### config.mk
export PLATFORM = sky130hd
export DESIGN_NAME = omc_ctrl
export DESIGN_NICKNAME = d
export VERILOG_FILES = /design/src/hw/omc_pkg.sv /design/src/hw/omc_ctrl.sv /design/src/hw/omc_rtc_div.sv /design/src/hw/omc_stab_timer.sv
export VERILOG_INCLUDE_DIRS = /design/src /design/src/hw
export SDC_FILE = /design/constraint.sdc
export NUM_CORES = 1
export LEC_CHECK = 0
export BUFFER_PORTS_ARGS = -buffer_cell sky130_fd_sc_hd__clkbuf_2
export CAP_MARGIN = 20
export CORE_ASPECT_RATIO = 0.8
export CORE_MARGIN = 10
export CORE_UTILIZATION = 50
export DETAILED_ROUTE_END_ITERATION = 16
export PLACE_DENSITY = 0.81
export SYNTH_ARGS = -nofsm -noshare
export SYNTH_HDL_FRONTEND = slang
export SYNTH_HIERARCHICAL = 1
export SYNTH_SLANG_ARGS = --single-unit
export TNS_END_PERCENT = 10
### constraint.sdc
create_clock -name clock -period 2.35 [get_ports clock]
set_input_delay 0.47 -clock clock [delete_from_list [all_inputs] [get_ports clock]]
set_output_delay 0.47 -clock clock [all_outputs]
set_load 0.02 [all_outputs]
### src/hw/omc_cfg.svh
// Constants for the operating mode controller: offsets, fields, resets, waits.
// Assumes inclusion by bare name from the package and design modules.
`ifndef OMC_CFG_SVH
`define OMC_CFG_SVH

// ****************************************
// Register offsets
// ****************************************
`define OMC_OFS_SLEEP_CMD     8'h15
`define OMC_OFS_MODE_CTRL     8'h17

// ****************************************
// Mode register fields
// ****************************************
`define OMC_BIT_RTC_CLR       2
`define OMC_BIT_RTC_EN        3
`define OMC_DIV_LO            4
`define OMC_DIV_HI            6
`define OMC_BIT_CLK_SEL       7

// ****************************************
// Reset values and magic code
// ****************************************
`define OMC_SLEEP_KEY         8'h5A
`define OMC_RST_DIV           3'h0
`define OMC_RST_RTC_EN        1'b1
`define OMC_RST_CLK_SEL       1'b1

// ****************************************
// Stabilisation waits, in oscillator cycles, and RTC divider width
// ****************************************
`define OMC_FAST_STAB_CYC     512
`define OMC_IRC_STAB_CYC      4
`define OMC_XTAL_STAB_CYC     1024
`define OMC_RTC_WIDTH         14

`endif

### src/hw/omc_pkg.sv
// Types shared by the operating mode controller modules.
// Assumes omc_cfg.svh is on the include path.
`include "omc_cfg.svh"

package omc_pkg;

  // Operating modes and wake transitions
  typedef enum logic [2:0] {
    OMC_NORMAL   = 3'h0,
    OMC_SLOW     = 3'h1,
    OMC_STANDBY  = 3'h2,
    OMC_HALT     = 3'h3,
    OMC_WAKE     = 3'h4,
    OMC_FAST_UP  = 3'h5
  } omc_mode_t;

  // Wake sources grouped together
  typedef struct packed {
    logic key_change;
    logic ext_int;
    logic timer_int;
    logic real_timer_int;
    logic key_strobe_int;
    logic key_strobe_wake;
  } omc_wake_t;

  // Clock gating outputs
  typedef struct packed {
    logic fast_osc_en;
    logic slow_osc_en;
    logic cpu_clk_en;
    logic cpu_on_fast;
    logic periph_en;
  } omc_clk_t;

endpackage : omc_pkg

### src/hw/omc_ctrl.sv
// Operating mode controller: divider, clock select, RTC, sleep and wake.
// Assumes register strobes and oscillator ticks synchronous to clock.
//
// The address-and-strobe port was decided locally.
`timescale 1ns/1ps
`include "omc_cfg.svh"

module omc_ctrl
  import omc_pkg::*;
#(
  parameter int  STAB_W    = 11,
  parameter int  RTC_W     = `OMC_RTC_WIDTH,
  parameter bit  SLOW_XTAL = 1'b0
) (
  input  wire logic                clock,
  input  wire logic                rst_b,
  input  wire logic [7:0]          reg_addr,
  input  wire logic [7:0]          reg_wdata,
  input  wire logic                reg_wr,
  input  wire logic                reg_rd,
  output logic      [7:0]          reg_rdata,
  input  wire logic                fast_osc_tick,
  input  wire logic                slow_osc_tick,
  input  wire logic [7:0]          pad_levels,
  input  wire logic [7:0]          port_data,
  input  wire omc_pkg::omc_wake_t  wake_src,
  output omc_pkg::omc_clk_t        clk_ctrl,
  output logic                     fast_clk_tick,
  output omc_pkg::omc_mode_t       mode,
  output logic      [RTC_W-1:0]    rtc_count
);

  // Refused at elaboration: the wait counter must hold the longest wait
  if (STAB_W < 11 || RTC_W < 1) begin : g_param_check
    $error("omc_ctrl: STAB_W must be at least 11, RTC_W at least 1");
  end

  // ****************************************
  // Reset release synchroniser
  // ****************************************
  logic rst_meta_r, rst_sync_b;

  // Two-stage release so the rest of the block leaves reset cleanly
  always_ff @(posedge clock or negedge rst_b) begin
    if (!rst_b) begin
      rst_meta_r <= 1'b0;
      rst_sync_b <= 1'b0;
    end else begin
      rst_meta_r <= 1'b1;
      rst_sync_b <= rst_meta_r;
    end
  end

  // ****************************************
  // Helpers
  // ****************************************
  function automatic logic hit(input logic [7:0] a, input logic [7:0] ofs);
    hit = (a == ofs);
  endfunction : hit

  // ****************************************
  // Register file
  // ****************************************
  logic [2:0] div_r, div_nxt;
  logic       rtc_en_r, rtc_en_nxt;
  logic       clk_sel_r, clk_sel_nxt;
  logic       rtc_clr_r, rtc_clr_nxt;
  logic       sleep_req_r, sleep_req_nxt;
  logic [7:0] rdata_nxt;

  // Decode writes and reads; sleep register is write-only
  always_comb begin
    div_nxt       = div_r;
    rtc_en_nxt    = rtc_en_r;
    clk_sel_nxt   = clk_sel_r;
    rtc_clr_nxt   = 1'b0;
    sleep_req_nxt = 1'b0;
    rdata_nxt     = 8'h00;
    if (reg_wr && hit(reg_addr, `OMC_OFS_MODE_CTRL)) begin
      div_nxt     = reg_wdata[`OMC_DIV_HI:`OMC_DIV_LO];
      rtc_en_nxt  = reg_wdata[`OMC_BIT_RTC_EN];
      clk_sel_nxt = reg_wdata[`OMC_BIT_CLK_SEL];
      rtc_clr_nxt = !reg_wdata[`OMC_BIT_RTC_CLR];
    end
    // Only the exact key arms sleep; anything else is dropped
    if (reg_wr && hit(reg_addr, `OMC_OFS_SLEEP_CMD) &&
        reg_wdata == `OMC_SLEEP_KEY)
      sleep_req_nxt = 1'b1;
    if (reg_rd && hit(reg_addr, `OMC_OFS_MODE_CTRL)) begin
      rdata_nxt[`OMC_BIT_CLK_SEL]            = clk_sel_r;
      rdata_nxt[`OMC_DIV_HI:`OMC_DIV_LO]     = div_r;
      rdata_nxt[`OMC_BIT_RTC_EN]             = rtc_en_r;
      rdata_nxt[`OMC_BIT_RTC_CLR]            = 1'b1;
      rdata_nxt[1:0]                         = 2'(mode == OMC_SLOW ? 1 : 0);
    end
  end

  // Register stage of the register file
  always_ff @(posedge clock or negedge rst_sync_b) begin
    if (!rst_sync_b) begin
      div_r       <= `OMC_RST_DIV;
      rtc_en_r    <= `OMC_RST_RTC_EN;
      clk_sel_r   <= `OMC_RST_CLK_SEL;
      rtc_clr_r   <= 1'b0;
      sleep_req_r <= 1'b0;
      reg_rdata   <= 8'h00;
    end else begin
      div_r       <= div_nxt;
      rtc_en_r    <= rtc_en_nxt;
      clk_sel_r   <= clk_sel_nxt;
      rtc_clr_r   <= rtc_clr_nxt;
      sleep_req_r <= sleep_req_nxt;
      reg_rdata   <= rdata_nxt;
    end
  end

  // ****************************************
  // Fast clock divider
  // ****************************************
  logic [6:0] fdiv_r, fdiv_nxt;
  logic       ftick_nxt;
  logic [6:0] div_mask;

  // Power of two mask: code n gives a tick every 2^n oscillator ticks
  assign div_mask = 7'((8'h01 << div_r) - 8'h01);

  // Divide only while the fast oscillator is running for the CPU
  always_comb begin
    fdiv_nxt  = fdiv_r;
    ftick_nxt = 1'b0;
    if (mode == OMC_NORMAL && fast_osc_tick) begin
      if ((fdiv_r & div_mask) == div_mask) begin
        fdiv_nxt  = 7'h00;
        ftick_nxt = 1'b1;
      end else begin
        fdiv_nxt = fdiv_r + 7'h01;
      end
    end
  end

  // Register stage of the divider
  always_ff @(posedge clock or negedge rst_sync_b) begin
    if (!rst_sync_b) begin
      fdiv_r        <= 7'h00;
      fast_clk_tick <= 1'b0;
    end else begin
      fdiv_r        <= fdiv_nxt;
      fast_clk_tick <= ftick_nxt;
    end
  end

  // ****************************************
  // Stabilisation timer
  // ****************************************
  logic              stab_start;
  logic [STAB_W-1:0] stab_len;
  logic              stab_tick;
  logic              stab_busy, stab_done;
  logic              wake_fast;

  // One timer serves both oscillators; only one waits at a time
  assign stab_tick = wake_fast ? fast_osc_tick : slow_osc_tick;

  omc_stab_timer #(
    .WIDTH (STAB_W)
  ) u_stab (
    .clock      (clock),
    .rst_sync_b (rst_sync_b),
    .start      (stab_start),
    .length     (stab_len),
    .tick       (stab_tick),
    .busy       (stab_busy),
    .done       (stab_done)
  );

  // ****************************************
  // Mode state machine
  // ****************************************
  omc_mode_t mode_nxt;
  logic      wake_fast_nxt;
  logic      key_change;
  logic      standby_wake;
  logic      halt_wake;

  // Key change: the key_change source, or any pad differing from its port register
  assign key_change = wake_src.key_change || (pad_levels != port_data);
  assign standby_wake = key_change || wake_src.ext_int || wake_src.timer_int ||
                        wake_src.real_timer_int || wake_src.key_strobe_int ||
                        wake_src.key_strobe_wake;
  assign halt_wake = key_change || wake_src.ext_int;

  // Next mode, and the wait length for the chosen clock
  always_comb begin
    mode_nxt      = mode;
    wake_fast_nxt = wake_fast;
    stab_start    = 1'b0;
    stab_len      = STAB_W'(`OMC_FAST_STAB_CYC);
    case (mode)
      OMC_NORMAL: begin
        if (sleep_req_r)
          mode_nxt = rtc_en_r ? OMC_STANDBY : OMC_HALT;
        else if (!clk_sel_r)
          mode_nxt = OMC_SLOW;
      end
      OMC_SLOW: begin
        if (sleep_req_r)
          mode_nxt = rtc_en_r ? OMC_STANDBY : OMC_HALT;
        else if (clk_sel_r) begin
          mode_nxt      = OMC_FAST_UP;
          wake_fast_nxt = 1'b1;
          stab_start    = 1'b1;
        end
      end
      OMC_STANDBY, OMC_HALT: begin
        if ((mode == OMC_STANDBY) ? standby_wake : halt_wake) begin
          mode_nxt      = OMC_WAKE;
          wake_fast_nxt = clk_sel_r;
          stab_start    = 1'b1;
          if (!clk_sel_r)
            stab_len = SLOW_XTAL ? STAB_W'(`OMC_XTAL_STAB_CYC)
                                 : STAB_W'(`OMC_IRC_STAB_CYC);
        end
      end
      OMC_WAKE, OMC_FAST_UP: begin
        if (stab_done)
          mode_nxt = wake_fast ? OMC_NORMAL : OMC_SLOW;
      end
      default: mode_nxt = OMC_NORMAL;
    endcase
  end

  // Register stage of the mode machine
  always_ff @(posedge clock or negedge rst_sync_b) begin
    if (!rst_sync_b) begin
      mode      <= OMC_NORMAL;
      wake_fast <= 1'b1;
    end else begin
      mode      <= mode_nxt;
      wake_fast <= wake_fast_nxt;
    end
  end

  // ****************************************
  // Clock gating outputs
  // ****************************************
  omc_clk_t clk_nxt;

  // Oscillator and CPU clock enables for the next mode
  always_comb begin
    clk_nxt = '0;
    case (mode_nxt)
      OMC_NORMAL: begin
        clk_nxt.fast_osc_en = 1'b1;
        clk_nxt.slow_osc_en = 1'b1;
        clk_nxt.cpu_clk_en  = 1'b1;
        clk_nxt.cpu_on_fast = 1'b1;
        clk_nxt.periph_en   = 1'b1;
      end
      OMC_SLOW: begin
        clk_nxt.slow_osc_en = 1'b1;
        clk_nxt.cpu_clk_en  = 1'b1;
        clk_nxt.periph_en   = 1'b1;
      end
      OMC_STANDBY: begin
        clk_nxt.slow_osc_en = 1'b1;
        clk_nxt.periph_en   = 1'b1;
      end
      OMC_HALT: clk_nxt = '0;
      OMC_WAKE, OMC_FAST_UP: begin
        clk_nxt.fast_osc_en = wake_fast_nxt;
        clk_nxt.slow_osc_en = 1'b1;
        clk_nxt.periph_en   = 1'b1;
      end
      default: clk_nxt = '0;
    endcase
  end

  // Register stage of the clock controls
  always_ff @(posedge clock or negedge rst_sync_b) begin
    if (!rst_sync_b)
      clk_ctrl <= '0;
    else
      clk_ctrl <= clk_nxt;
  end

  // ****************************************
  // Real-time clock divider
  // ****************************************
  logic rtc_run;

  // Halted when Halt stops the slow oscillator
  assign rtc_run = rtc_en_r && (mode != OMC_HALT);

  omc_rtc_div #(
    .WIDTH (RTC_W)
  ) u_rtc (
    .clock      (clock),
    .rst_sync_b (rst_sync_b),
    .enable     (rtc_run),
    .clear      (rtc_clr_r),
    .tick       (slow_osc_tick),
    .count      (rtc_count)
  );

endmodule : omc_ctrl

### src/hw/omc_rtc_div.sv
// Real-time clock divider chain on the slow oscillator tick.
// Assumes slow tick is a one-cycle strobe in the clock domain.
`timescale 1ns/1ps

module omc_rtc_div #(
  parameter int WIDTH = 14
) (
  input  wire logic             clock,
  input  wire logic             rst_sync_b,
  input  wire logic             enable,
  input  wire logic             clear,
  input  wire logic             tick,
  output logic      [WIDTH-1:0] count
);

  logic [WIDTH-1:0] count_nxt;

  // Clear has priority; advance only on slow ticks while enabled
  always_comb begin
    count_nxt = count;
    if (clear)
      count_nxt = '0;
    else if (enable && tick)
      count_nxt = count + WIDTH'(1);
  end

  // Registers only
  always_ff @(posedge clock or negedge rst_sync_b) begin
    if (!rst_sync_b)
      count <= '0;
    else
      count <= count_nxt;
  end

endmodule : omc_rtc_div

### src/hw/omc_stab_timer.sv
// Stabilisation wait counter, counts qualified oscillator ticks.
// Assumes synchronous start pulse and tick strobe in the clock domain.
`timescale 1ns/1ps

module omc_stab_timer #(
  parameter int WIDTH = 11
) (
  input  wire logic             clock,
  input  wire logic             rst_sync_b,
  input  wire logic             start,
  input  wire logic [WIDTH-1:0] length,
  input  wire logic             tick,
  output logic                  busy,
  output logic                  done
);

  logic [WIDTH-1:0] cnt_r, cnt_nxt;
  logic             busy_nxt, done_nxt;

  // Load on start, count down on ticks, pulse done at zero
  always_comb begin
    cnt_nxt  = cnt_r;
    busy_nxt = busy;
    done_nxt = 1'b0;
    if (start) begin
      cnt_nxt  = length;
      busy_nxt = 1'b1;
    end else if (busy && tick) begin
      if (cnt_r <= WIDTH'(1)) begin
        cnt_nxt  = '0;
        busy_nxt = 1'b0;
        done_nxt = 1'b1;
      end else begin
        cnt_nxt = cnt_r - WIDTH'(1);
      end
    end
  end

  // Registers only
  always_ff @(posedge clock or negedge rst_sync_b) begin
    if (!rst_sync_b) begin
      cnt_r <= '0;
      busy  <= 1'b0;
      done  <= 1'b0;
    end else begin
      cnt_r <= cnt_nxt;
      busy  <= busy_nxt;
      done  <= done_nxt;
    end
  end

endmodule : omc_stab_timer

======== Word level (Yosys, flattened, before mapping) ========
Cells that the tools add are included.
word-level totals
  bits in latches ......................... 0
  input bits .............................. 44
  RAM bits ................................ 0
  ROM bits ................................ 0
  memories kept ........................... 0
  logic and storage cells ................. 112
  register bits after elaboration ......... 60
cells by class
  reduce and logical (&&, ||, !) cells .... 26
  equality and inequality tests ........... 15
  shift-type cells ........................ 1
  magnitude comparators ................... 1
  $mul .................................... 0
  add/sub/neg operators ................... 4
  mux-type cells .......................... 44
  bitwise gates (word level) .............. 1
  div/mod/pow operators ................... 0
operators with widths
  cell                                                              count
  two-way mux 11 bit                                                3
  two-way mux 10 bit                                                3
  two-way mux 14 bit                                                2
  two-way mux 1 bit                                                 24
  two-way mux 3 bit                                                 6
  == test 8 x 5 -> 1 bit (second input constant)                    2
  adder 14 x 1 -> 14 bit (second input constant)                    1
  == test 3 bit (second input constant)                             4
  case mux 3 bit (4 select lines)                                   1
  less-or-equal comparator 11 x 1 -> 1 bit (second input constant)  1
  subtractor 11 x 1 -> 11 bit (second input constant)               1
  == test 3 x 2 -> 1 bit (second input constant)                    3
  == test 8 x 7 -> 1 bit (second input constant)                    1
  logical AND 1 bit                                                 8
  two-way mux 8 bit                                                 1
  inequality test 8 bit                                             1
  OR reduction 2 bit                                                4
  adder 7 x 1 -> 7 bit (second input constant)                      1
  AND 7 bit                                                         1
  == test 7 bit                                                     1
  two-way mux 7 bit                                                 1
  left shift 1 x 3 -> 7 bit (first input constant)                  1
  subtractor 7 x 1 -> 7 bit (second input constant)                 1
  == test 3 x 1 -> 1 bit (second input constant)                    2
  other kinds (8)                                                   18

======== Longest topological paths before layout ========
Gate-level depths: netlist (run 1).
  word-level depth ........................ 13
  depth in mapped cells ................... 9
  mapped depth without buffers ............ 8

======== Cells and area by module ========
Netlist (run 1), hierarchy kept.
modules (own cells, without submodules)
  module          cells each  sequential area each (sq um)  area an instance (sq um)  instances
  omc_ctrl        162         804.5                         1631.6                    1
  omc_stab_timer  93          325.3                         840.8                     1
  omc_rtc_div     75          350.3                         738.2                     1

======== Worst setup path before layout (run 1) ========
OpenSTA, ideal clock, no wires.
  path kind ............................... input -> register
  start point ............................. input port_data[3]
  end point ............................... register u_stab.cnt_r[9]
  cell stages on the path ................. 8
  arrival time ............................ 2.146 ns
  path buffers ............................ 2
  slack ................................... 0.081 ns
  path through ............................ xor2_1 or3_4 nor4_4 nand2_1 and2_1 clkbuf_1 clkbuf_1 o31a_1
between the ends
  word-level cells in the longest chain between the ends .. 11
  elaborated cells between the ends (all ways) .. 14
ends and longest elaborated chain
  element                                                   line                              RTL
  start: declaration                                        omc_ctrl.sv:25                    input wire logic [7:0] port_data,
  inequality test 8 bit *                                   omc_ctrl.sv:186                   assign key_change = wake_src.key_change || (pad_levels != port_data);
  logical OR 1 bit *                                        omc_ctrl.sv:186
  logical OR 1 bit *                                        omc_ctrl.sv:187, omc_ctrl.sv:190
  logical OR 1 bit (2 in a row)                             omc_ctrl.sv:187                   assign standby_wake = key_change || wake_src.ext_int || wake_src.timer_int ||
  logical OR 1 bit (2 in a row)                             omc_ctrl.sv:188                   wake_src.real_timer_int || wake_src.key_strobe_int ||
  two-way mux 1 bit * (2 in a row)                          omc_ctrl.sv:215                   if ((mode == OMC_STANDBY) ? standby_wake : halt_wake) begin
  case mux 1 bit (2 select lines) *                         omc_ctrl.sv:198                   case (mode)
  via stab_start                                            omc_ctrl.sv:155                   logic stab_start;
  two-way mux 11 bit or nonzero test 2 bit (tied branches)  n/a
  end signal: assignment                                    omc_stab_timer.sv:46              cnt_r <= cnt_nxt;
  end: declaration                                          omc_stab_timer.sv:17              logic [WIDTH-1:0] cnt_r, cnt_nxt;
The timed path passes the listed nets; every way through them passes the cells marked *.
A chain may end at the register's enable or synchronous reset.

======== Worst setup path after layout (run 1) ========
  start point ............................. register clk_sel_r
  end point ............................... register u_stab.cnt_r[4]
between the ends
  word-level cells in the longest chain between the ends .. 4
  elaborated cells between the ends (all ways) .. 5
ends and longest elaborated chain
  element                                                   line             RTL
  start: declaration                                        omc_ctrl.sv:66   logic clk_sel_r, clk_sel_nxt;
  start signal: assignment                                  omc_ctrl.sv:103  clk_sel_r <= `OMC_RST_CLK_SEL;
  start signal: assignment                                  omc_ctrl.sv:110  clk_sel_r <= clk_sel_nxt;
  two-way mux 1 bit *                                       omc_ctrl.sv:208  else if (clk_sel_r) begin
  two-way mux 1 bit *                                       omc_ctrl.sv:206  if (sleep_req_r)
  case mux 1 bit (2 select lines) *                         omc_ctrl.sv:198
  via stab_start                                            omc_ctrl.sv:155
  two-way mux 11 bit or nonzero test 2 bit (tied branches)  n/a
Marked as above.

==> metrics, run 1 <==
synthesized instance count=330; DR vias=2783; # diodes=0; syn avg cell area=9.73 µm²; total congestion overflow=0; clock root cell=clkbuf_8; skew final=0.00756 ns; vias in the first global route=2866; initial DRC count=124; #FFs+latches synth=59; multi-input logic area=1650 µm²; initial core utilization=0.509; status=completed; Cell Rows=26; CP Capture Point=u_stab/cnt_r[4]; Chip Width=110 µm; R2R cell count=6; setup violators final=0; Final Net Count=465; First-pass DRT Iterations=4; Post-synth ARST share=1.00; CP max stage cell=and2_1; vias per inst=5.50; total clock sinks=59; setup tns final=0 ns; Worst setup SP type=register; Placer Congestion=0.865; final period utilization=0.893; relative slew slack=0.494; CTS tree=yes; I/O Pins=75; EDFF count, synth=0; critical path, cell by cell=nand3b_1 > a21oi_1 > and2_1 > nor3_1 > a32oi_1 > o21ai_1; Final Core Density=0.626; WL/cell=15.6 µm; die height=91.7 µm; Crit path required time=2.57 ns; post-CTS setup buffers=0; CP max stage delay=0.65 ns; Top FF cell, synth=dfrtp_1; die area=10000 µm²; Tmin final=2.10 ns; Core Area=6310 µm²; Register Area=1480 µm²; total routed wirelength=7.90 mm; max-cap viol count=0; reg-to-reg setup timing slack=0.25 ns; Worst Hold Class=reg -> async; global-route wire length before repair=13.5 mm; cts bufs inserted=9; sequential fraction of the synthesis area=0.461; Total Routing Usage GR=0.166; worst path arrival time=2.32 ns; DRC errors left=0; clk buf depth=2; Mapped Area=3210 µm²; Leak Pwr=1.85 nW; Crit Path Max Fanout=25; actual slew at the worst max-slew pin=0.759 ns; RSZ-0062 raised after global routing=no; layout cells sized above 1=0.299; fmax=477 MHz; Clock transition at path regs=0.07 ns; initial antenna violation count=0; CP Class=reg -> reg; CP startpoint=clk_sel_r; Final ANT Viol Nets=0; Slew Limit Fails=0; Buffers on Ports=73; Worst R2R Start=clk_sel_r; fillcell total=543; P per Cell Area=906 nW/µm²; Peak VDD IR=0.346 mV; hpwl dp=6.02 mm; Syn-to-layout area delta=23.1%; r2r endpoint=u_stab/cnt_r[4]; CP endpoint kind=register; Ys Warns=6; Hold Vio Cnt, Final=0; largest net degree at the start of global routing=28; Clock Latency Late Sink=0.34 ns; Cell variety after synth=61; H-Tree Depth=3
[cell usage after synthesis, types with 4 or more instances]
cell      instances  area [µm²]
a21oi_1          23         115
dfrtp_1          56        1400
or4_1             4        30.0
nor2b_1           8        50.1
xnor2_1           8        70.1
nor3_1            8        40.0
o21ai_0          17        85.1
inv_1            14        52.6
nor4_1            5        31.3
nand4_1           7        43.8
mux2_2           10         113
nand3_1          11        55.1
and2_1            8        50.1
nand2b_1          6        37.5
nand3b_1          4        30.0
nor2_1           22        82.6
ha_1              4        50.1
nand2_1          28         105
clkbuf_1          9        33.8
and3_1            5        31.3
o31ai_1           5        37.5
[through the flow]
| step | hold slack (ns) | power, mW | cells | setup slack (ns) | instance area [µm²] |
|---|---|---|---|---|---|
| detailed placement | 0.259 | 2.53 | 489 | -0.0770 | 3710 |
| floorplan | 0.174 | 2.21 | 339 | 0.0806 | 3240 |
| finish | 0.278 | 3.58 | 506 | 0.252 | 3950 |
| global route | 0.309 | 3.83 | 506 | 0.0334 | 3950 |
| global placement | 0.256 | 2.48 | 489 | 0.0333 | 3710 |
| CTS | 0.303 | 3.60 | 506 | 0.215 | 3950 |
[state kept, by name (all words and copies together) (netlist names), 3 cells and up]
| register | count |
|---|---|
| clk_ctrl | 4 |
| u_rtc/count | 14 |
| fdiv_r | 7 |
| reg_rdata | 7 |
| u_stab/cnt_r | 11 |
| div_r | 3 |
| mode | 3 |
[worst min path at each step]
| stage | from | to | slack, ns | depth (start not counted) |
|---|---|---|---|---|
| global placement | rst_b | rst_meta_r | 0.26 | 1 |
| floorplan | rst_b | rst_meta_r | 0.17 | 0 |
| finish | rst_sync_b | reg_rdata[2] | 0.28 | 0 |
| detailed placement | rst_b | rst_meta_r | 0.26 | 1 |
| CTS | rst_sync_b | reg_rdata[2] | 0.30 | 0 |
| global route | reg_wdata[2] | rtc_clr_r | 0.31 | 2 |
[critical path: cells and delay by family (launching register included)]
family | cells | cell delay [ns]
AND/OR/NAND/NOR | 3 | 0.88
flip-flops | 1 | 0.56
AO/OA/AOI/OAI | 3 | 0.53
[where the power goes]
| part | internal (mW) | switching [mW] | total (mW) |
|---|---|---|---|
| Combinational | 0.446 | 0.559 | 1.00 |
| Clock | 0.653 | 0.401 | 1.05 |
| Sequential | 1.23 | 0.296 | 1.52 |
[per-layer routing]
metal | track usage | share of wire
met5 | 0 | 0
met4 | 0.0519 | 0.012
met3 | 0.0678 | 0.077
met2 | 0.250 | 0.46
met1 | 0.213 | 0.45
[timing repair]
action                                  in CTS  in global routing
gates resized for setup                      0                  2
endpoints found under the setup margin       0                  2
hold buffers                                 1                  0
hold endpoints to repair                     2                  0
[logic make-up (layout without fill, tap and decap cells)]
family	Yosys count	in the layout	share of synthesized area
adders and majority gates	4	4	0.0156
muxes	13	13	0.0444
AOI/OAI and AO/OA	70	70	0.138
other	2	11	0.00234
DFF	59	59	0.461
xor gates and xnor gates	11	11	0.0300
buffers and inverters	29	112	0.0374
and+or+nand+nor	142	142	0.271
[area by class of cell]
class	count	area share
Clock inverter	4	0.0184
Multi-Input combinational cell	251	0.417
Inverter	14	0.0133
Timing Repair Buffer	82	0.110
Tap cell	84	0.0266
Sequential cell	59	0.375
Clock buffer	12	0.0392
[placed cells by master (no fill, tap or decap), drive strengths merged, types with 5 or more instances in the layout]
| cell | synthesis | final |
|---|---|---|
| conb | 2 | 11 |
| nor4 | 8 | 8 |
| buf | 6 | 8 |
| clkbuf | 9 | 85 |
| nor3 | 9 | 9 |
| xnor2 | 8 | 8 |
| nand2b | 6 | 6 |
| nand3 | 12 | 12 |
| nand4 | 9 | 9 |
| o31ai | 5 | 5 |
| a21oi | 23 | 23 |
| inv | 14 | 14 |
| or3 | 6 | 6 |
| o21ai | 20 | 20 |
| dfrtp | 56 | 56 |
| nor2b | 8 | 8 |
| mux2 | 10 | 10 |
| and2 | 9 | 9 |
| nor2 | 22 | 22 |
| and3 | 5 | 5 |
| nand2 | 29 | 29 |
Note: power is estimated with default switching activity, not from simulation.
==> run 2, diff against run 1 <==
- MAX_ROUTING_LAYER: default -> met4
==> run 2 against run 1 <==
Against the previous run: die area is the same; via count up 0.61%; clock skew down 0.00078 ns; critical endpoint unchanged; sequential cell count unchanged; cell area unchanged; global-route usage up 0.45 points; cell count is the same; first-iteration DRC count grew 14%.
==> metrics, run 2 (synthesized netlist as in run 1, its figures left out) <==
Cell Rows=26 (unchanged); DR vias=2800 (was 2783); CTS tree=yes (unchanged); total routed wirelength=7.91 mm (was 7.90 mm); status=completed (unchanged); global-route wire length before repair=13.5 mm (about the same); H-Tree Depth=3 (unchanged); commonest non-fill, non-tap cell in the layout=clkbuf_2 (unchanged); Post-Layout Cell Count=506 (unchanged); Chip Width=110 µm (unchanged); met1 WL=3.64 mm (was 3.57 mm); total clock sinks=59 (unchanged); total congestion overflow=0 (unchanged); die height=91.7 µm (unchanged); max reg flops=14 (unchanged); Buffers on Ports=73 (unchanged); Slew Limit Fails=0 (unchanged); R2R cell count=6 (unchanged); largest net degree at the start of global routing=28 (unchanged); Leak Pwr=1.85 nW (unchanged); CP startpoint=clk_sel_r (unchanged); Final Net Count=465 (unchanged); Crit path required time=2.57 ns (about the same); dpl cell area=3710 µm² (unchanged); setup violators final=0 (unchanged); post-CTS setup buffers=0 (unchanged); DRC errors left=0 (unchanged); worst path arrival time=2.32 ns (about the same); initial core utilization=0.509 (unchanged); Hold Vio Cnt, Final=0 (unchanged); hpwl dp=6.02 mm (unchanged); max-cap viol count=0 (unchanged); clock root cell=clkbuf_8 (unchanged); relative slew slack=0.492 (was 0.494); Post-Layout Inst Area=3950 µm² (unchanged); Most flops, register=u_rtc/count (unchanged); Peak VDD IR=0.347 mV (was 0.346 mV); Clock transition at path regs=0.07 ns (about the same); actual slew at the worst max-slew pin=0.763 ns (was 0.759 ns); # diodes=0 (unchanged); Worst setup SP type=register (unchanged); reg-to-reg setup timing slack=0.25 ns (about the same); cts bufs inserted=9 (unchanged); final period utilization=0.892 (was 0.893); Tmin final=2.10 ns (about the same); Worst Hold Class=reg -> async (unchanged); Crit Path Max Fanout=25 (unchanged); clk buf depth=2 (unchanged); Core Area=6310 µm² (unchanged); First-pass DRT Iterations=4 (unchanged); total power=3.58 mW (about the same); skew final=0.00678 ns (was 0.00756 ns); fin worst setup slack=0.254 ns (was 0.252 ns); RSZ-0062 raised after global routing=no (unchanged); Worst R2R Start=clk_sel_r (unchanged); fmax=477 MHz (about the same); vias per inst=5.53 (was 5.50); Total Routing Usage GR=0.171 (was 0.166); Final ANT Viol Nets=0 (unchanged); setup tns final=0 ns (unchanged); CP endpoint kind=register (unchanged); commonest non-fill, non-tap cells in the layout=73 x clkbuf_2, 54 x dfrtp_1, 28 x nand2_1, 23 x a21oi_1, 22 x nor2_1 (unchanged); layout cells sized above 1=0.299 (unchanged); r2r endpoint=u_stab/cnt_r[4] (unchanged); P per Cell Area=905 nW/µm² (was 906 nW/µm²); Placer Congestion=0.879 (was 0.865); Inst Count DP=489 (unchanged); initial antenna violation count=0 (unchanged); die area=10000 µm² (unchanged); I/O Pins=75 (unchanged); routed wl met3=578 µm (was 612 µm); initial DRC count=141 (was 124); Top Metal Used=met4 (unchanged); vias in the first global route=2866 (unchanged); WL met2=3.58 mm (was 3.62 mm); WL/cell=15.6 µm (about the same); CP Class=reg -> reg (unchanged); Clock Latency Late Sink=0.34 ns (about the same); Syn-to-layout area delta=23.1% (unchanged); Largest regs=u_rtc/count (14), u_stab/cnt_r (11) (unchanged); Placement Setup Slack=-0.0770 ns (unchanged)
run 2: routing by layer:
layer,vias to the layer above,track usage
met5,-,-
met1,1346,0.220
met3,10,0.0580
met2,97,0.247
met4,0,0.0519
li1,1347,-
run 2: timing repair:
item / in CTS / in global routing
hold buffers: 1 / 0
hold endpoints to repair: 2 / 0
setup endpoints to repair: 0 / 2
gates resized for setup: 0 / 2
run 2: worst max path at each step:
stage,end,slack [ns],depth (start not counted)
finish,u_stab/cnt_r[4],0.25,6
global placement,u_stab/cnt_r[4],0.03,9
CTS,u_rtc/count[9],0.22,6
floorplan,u_stab/cnt_r[9],0.08,8
detailed placement,u_stab/cnt_r[4],-0.08,9
global route,u_stab/cnt_r[4],0.03,6
run 2: area by class of cell:
type | instances | area [µm²]
Clock buffer | 12 | 155
Tap cell | 84 | 105
Fill cell | 543 | 2360
Sequential cell | 59 | 1480
Multi-Input combinational cell | 251 | 1650
Inverter | 14 | 52.6
Clock inverter | 4 | 72.6
Timing Repair Buffer | 82 | 435
run 2: power by group:
group	internal [mW]	leakage, nW	switching (mW)
combinational	0.446	1.00	0.557
clock	0.653	0.113	0.400
sequential	1.23	0.738	0.297
total	2.32	1.85	1.25
run 2: per-stage QoR:
stage	utilization	hold slack, ns
global route	0.626	0.312
CTS	0.625	0.303
global placement	0.588	0.256
floorplan	-	0.174
finish	0.626	0.279
detailed placement	0.588	0.259
run 2: worst max-delay path, cell delays in order, from the launching register on:
cell and delay [ns]:
dfstp_2 0.56, nand3b_1 0.12, a21oi_1 0.22, and2_1 0.65, nor3_1 0.11, a32oi_1 0.22, o21ai_1 0.09
==> run 3, diff against run 2 <==
- ABC_AREA: default -> 1
- PLACE_DENSITY: 0.81 -> 0.8
==> run 3 against run 2 <==
Against the previous run: clock power decreased by 28%; setup slack improved by 0.16 ns; worst hold slack gained 0.026 ns; wire length increased by 6.6%; global-route usage down 0.16 points; combinational power is 11% lower; critical endpoint is now u_stab/cnt_r[7]; cell count is 30% higher; critical path type unchanged.
==> metrics, run 3 <==
status=completed (unchanged); layout cells sized above 1=0.235 (was 0.299); H-Tree Depth=3 (unchanged); RSZ-0062 raised after global routing=no (unchanged); die area=10600 µm² (was 10000 µm²); clock root cell=clkbuf_8 (unchanged); hpwl dp=6.54 mm (was 6.02 mm); synth cell count leaders=129 x nand2_1, 68 x inv_1, 61 x nor2_1 (was 56 x dfrtp_1, 28 x nand2_1, 23 x a21oi_1); Hold Vio Cnt, Final=0 (unchanged); leading area contributor after synthesis=dfrtp_1 (unchanged); setup violators final=0 (unchanged); cts bufs inserted=9 (unchanged); #FFs+latches synth=59 (unchanged); most frequent cell after synthesis=nand2_1 (was dfrtp_1); largest net degree at the start of global routing=58 (was 28); WL/cell=12.8 µm (was 15.6 µm); relative slew slack=0.516 (was 0.492); Post-synth ARST share=1.00 (unchanged); die height=94.3 µm (was 91.7 µm); critical path, cell by cell=inv_2 > or2_1 > nor2_1 > inv_1 > nand2_1 > inv_2 > nand2_4 > inv_2 > nor2_1 > nand2_1 > nand2_1 > nand2_1 > nand3_1 (was nand3b_1 > a21oi_1 > and2_1 > nor3_1 > a32oi_1 > o21ai_1); clock share of power=0.251 (was 0.294); Most flops, register=u_rtc/count (unchanged); hold path cells=2; setup tns final=0 ns (unchanged); Syn-to-layout area delta=19.1% (was 23.1%); Crit path required time=2.62 ns (was 2.57 ns); Cell variety after synth=42 (was 61); total clock sinks=59 (unchanged); worst path arrival time=2.21 ns (was 2.32 ns); CTS tree=yes (unchanged); power share of the combinational group=0.296 (was 0.280); clk buf depth=2 (unchanged); Largest regs=u_rtc/count (14), u_stab/cnt_r (11) (unchanged); WP buf/inv=4 (was 0); Leak Pwr=2.23 nW (was 1.85 nW); Slew Limit Fails=0 (unchanged); Final Core Density=0.605 (was 0.626); EDFF count, synth=0 (unchanged); cell depth of the worst setup path=13 (was 6); actual slew at the worst max-slew pin=0.726 ns (was 0.763 ns); switching power=1.13 mW (was 1.25 mW); Peak VDD IR=0.467 mV (was 0.347 mV); Synth area leaders=dfrtp_1 41%, nand2_1 14%, inv_1 7.4% (was dfrtp_1 44%, a21oi_1 3.6%, mux2_2 3.5%); total routed wirelength=8.43 mm (was 7.91 mm); CP max stage cell=dfstp_2 (was and2_1); final period utilization=0.823 (was 0.892); # diodes=0 (unchanged); Top FF cell, synth=dfrtp_1 (unchanged); Clock transition at path regs=0.07 ns (about the same); syn avg cell area=7.28 µm² (was 9.73 µm²); sequential fraction of the synthesis area=0.429 (was 0.461); skew final=0.0108 ns (was 0.00678 ns); CP top delay family=simple AND/OR/NAND/NOR gates (unchanged); Crit Path Max Fanout=15 (was 25); Core Area=6790 µm² (was 6310 µm²); sequential power share=0.453 (was 0.425); CP most frequent cell=nand2_1; Mapped Area=3450 µm² (was 3210 µm²); R2R cell count=13 (was 6); commonest non-fill, non-tap cell in the layout=nand2_1 (was clkbuf_2); CP endpoint kind=register (unchanged); Clock Latency Late Sink=0.34 ns (about the same); P_int=1.88 mW (was 2.32 mW); CP max stage delay=0.56 ns (was 0.65 ns); P per Cell Area=732 nW/µm² (was 905 nW/µm²); Cell Rows=27 (was 26); vias in the first global route=3186 (was 2866); max reg flops=14 (unchanged); Chip Width=113 µm (was 110 µm); max-cap viol count=0 (unchanged); DRC errors left=0 (unchanged); r2r endpoint=u_stab/cnt_r[7] (was u_stab/cnt_r[4]); initial DRC count=241 (was 141); share of the synthesized area in the top cell type=0.406 (was 0.436); global-route wire length before repair=14.4 mm (was 13.5 mm); I/O Pins=75 (unchanged); Worst setup SP type=register (unchanged); Total Routing Usage GR=0.169 (was 0.171); Net Sw Frac=0.377 (was 0.351); hold_sp=reg_wdata[2]; Worst R2R Start=clk_sel_r (unchanged); Final Net Count=613 (was 465); Min-Delay Endpoint=rtc_clr_r; DR vias=3243 (was 2800); Final ANT Viol Nets=0 (unchanged); fmax=517 MHz (was 477 MHz); Placer Congestion=0.897 (was 0.879); initial core utilization=0.508 (was 0.509); reg-to-reg setup timing slack=0.42 ns (was 0.25 ns); Buffers on Ports=73 (unchanged); Worst Hold Class=in -> reg (was reg -> async); First-pass DRT Iterations=5 (was 4); vias per inst=4.94 (was 5.53); synthesized instance count=474 (was 330); Ys Warns=6 (unchanged); CP Class=reg -> reg (unchanged); Tmin final=1.93 ns (was 2.10 ns); total congestion overflow=0 (unchanged); fillcell total=648 (was 543); initial antenna violation count=0 (unchanged); commonest non-fill, non-tap cells in the layout=129 x nand2_1, 73 x clkbuf_2, 68 x inv_1, 61 x nor2_1, 55 x dfrtp_1 (was 73 x clkbuf_2, 54 x dfrtp_1, 28 x nand2_1, 23 x a21oi_1, 22 x nor2_1)
-- run 3: changes by cell type in the layout (fill, tap and decap cells not counted), moves of 10 or more --
cell | before | now
inv_1 | 14 | 68
mux2_2 | 10 | 0
inv_2 | 0 | 12
nor2_1 | 22 | 61
nand3_1 | 11 | 32
nand2_1 | 28 | 129
-- run 3: worst max path at each step --
| stage | from | end | slack [ns] |
|---|---|---|---|
| 3_5_place_dp | wake_src[5] | u_stab/cnt_r[7] | 0.27 |
| 6_report | clk_sel_r | u_stab/cnt_r[7] | 0.42 |
| 2_1_floorplan | mode[2] | u_stab/cnt_r[0] | 0.49 |
| 5_1_grt | mode[2] | u_stab/cnt_r[7] | 0.21 |
| 3_3_place_gp | wake_src[5] | u_stab/cnt_r[7] | 0.34 |
| 4_1_cts | clk_sel_r | u_stab/cnt_r[7] | 0.44 |
-- run 3: cell families after synthesis --
family | count (synthesis) | synth area share
buffers and inverters | 86 | 0.0971
adder cells (fa/ha/maj) | 4 | 0.0145
flip-flops | 59 | 0.429
other | 2 | 0.00218
XOR/XNOR | 4 | 0.0102
AND/OR/NAND/NOR | 265 | 0.356
AO/OA/AOI/OAI | 54 | 0.0910
-- run 3: layer usage --
layer | GRT usage | part of all wire
met5 | - | 0
met3 | 0.0664 | 0.083
met2 | 0.258 | 0.44
met4 | 0.0422 | 0.0097
met1 | 0.206 | 0.47
-- run 3: area by class of cell --
class | count | area [µm²] | area share
sequential | 59 | 1480 | 0.360
multi-input combinational | 338 | 1670 | 0.406
clock inverter | 4 | 20.0 | 0.00487
clock buffer | 12 | 135 | 0.0329
timing repair buffer | 76 | 390 | 0.0950
inverter | 81 | 304 | 0.0740
tap | 87 | 109 | 0.0265
-- run 3: worst register-to-register path: cells and delay by family, from the launching register on --
family        cells  cell delay [ns]
simple gates      9             0.98
flops             1             0.56
buf+inv           4             0.34
-- run 3: power groups by stage --
stage                     clock, mW  combinational [mW]  sequential [mW]
after global placement            0               0.843             1.37
after global routing          0.834                1.01             1.39
after detailed placement          0               0.888             1.37
after CTS                     0.787               0.897             1.36
final                         0.755               0.891             1.36
after floorplan                   0               0.588             1.40
-- run 3: through the flow --
step	cells	total power, mW	instance area [µm²]	worst slack, ns	hold slack (ns)
2_1_floorplan	483	1.99	3490	0.488	0.174
3_3_place_gp	640	2.21	3950	0.344	0.255
3_5_place_dp	640	2.26	3950	0.270	0.261
4_1_cts	657	3.04	4110	0.439	0.286
5_1_grt	657	3.23	4110	0.210	0.290
6_report	657	3.01	4110	0.416	0.305
-- run 3: timing repair --
action | CTS | global route
buffers inserted | 0 | 0
endpoints found under the hold margin | 2 | 0
hold buffers | 1 | 0
resized for setup | 0 | 0
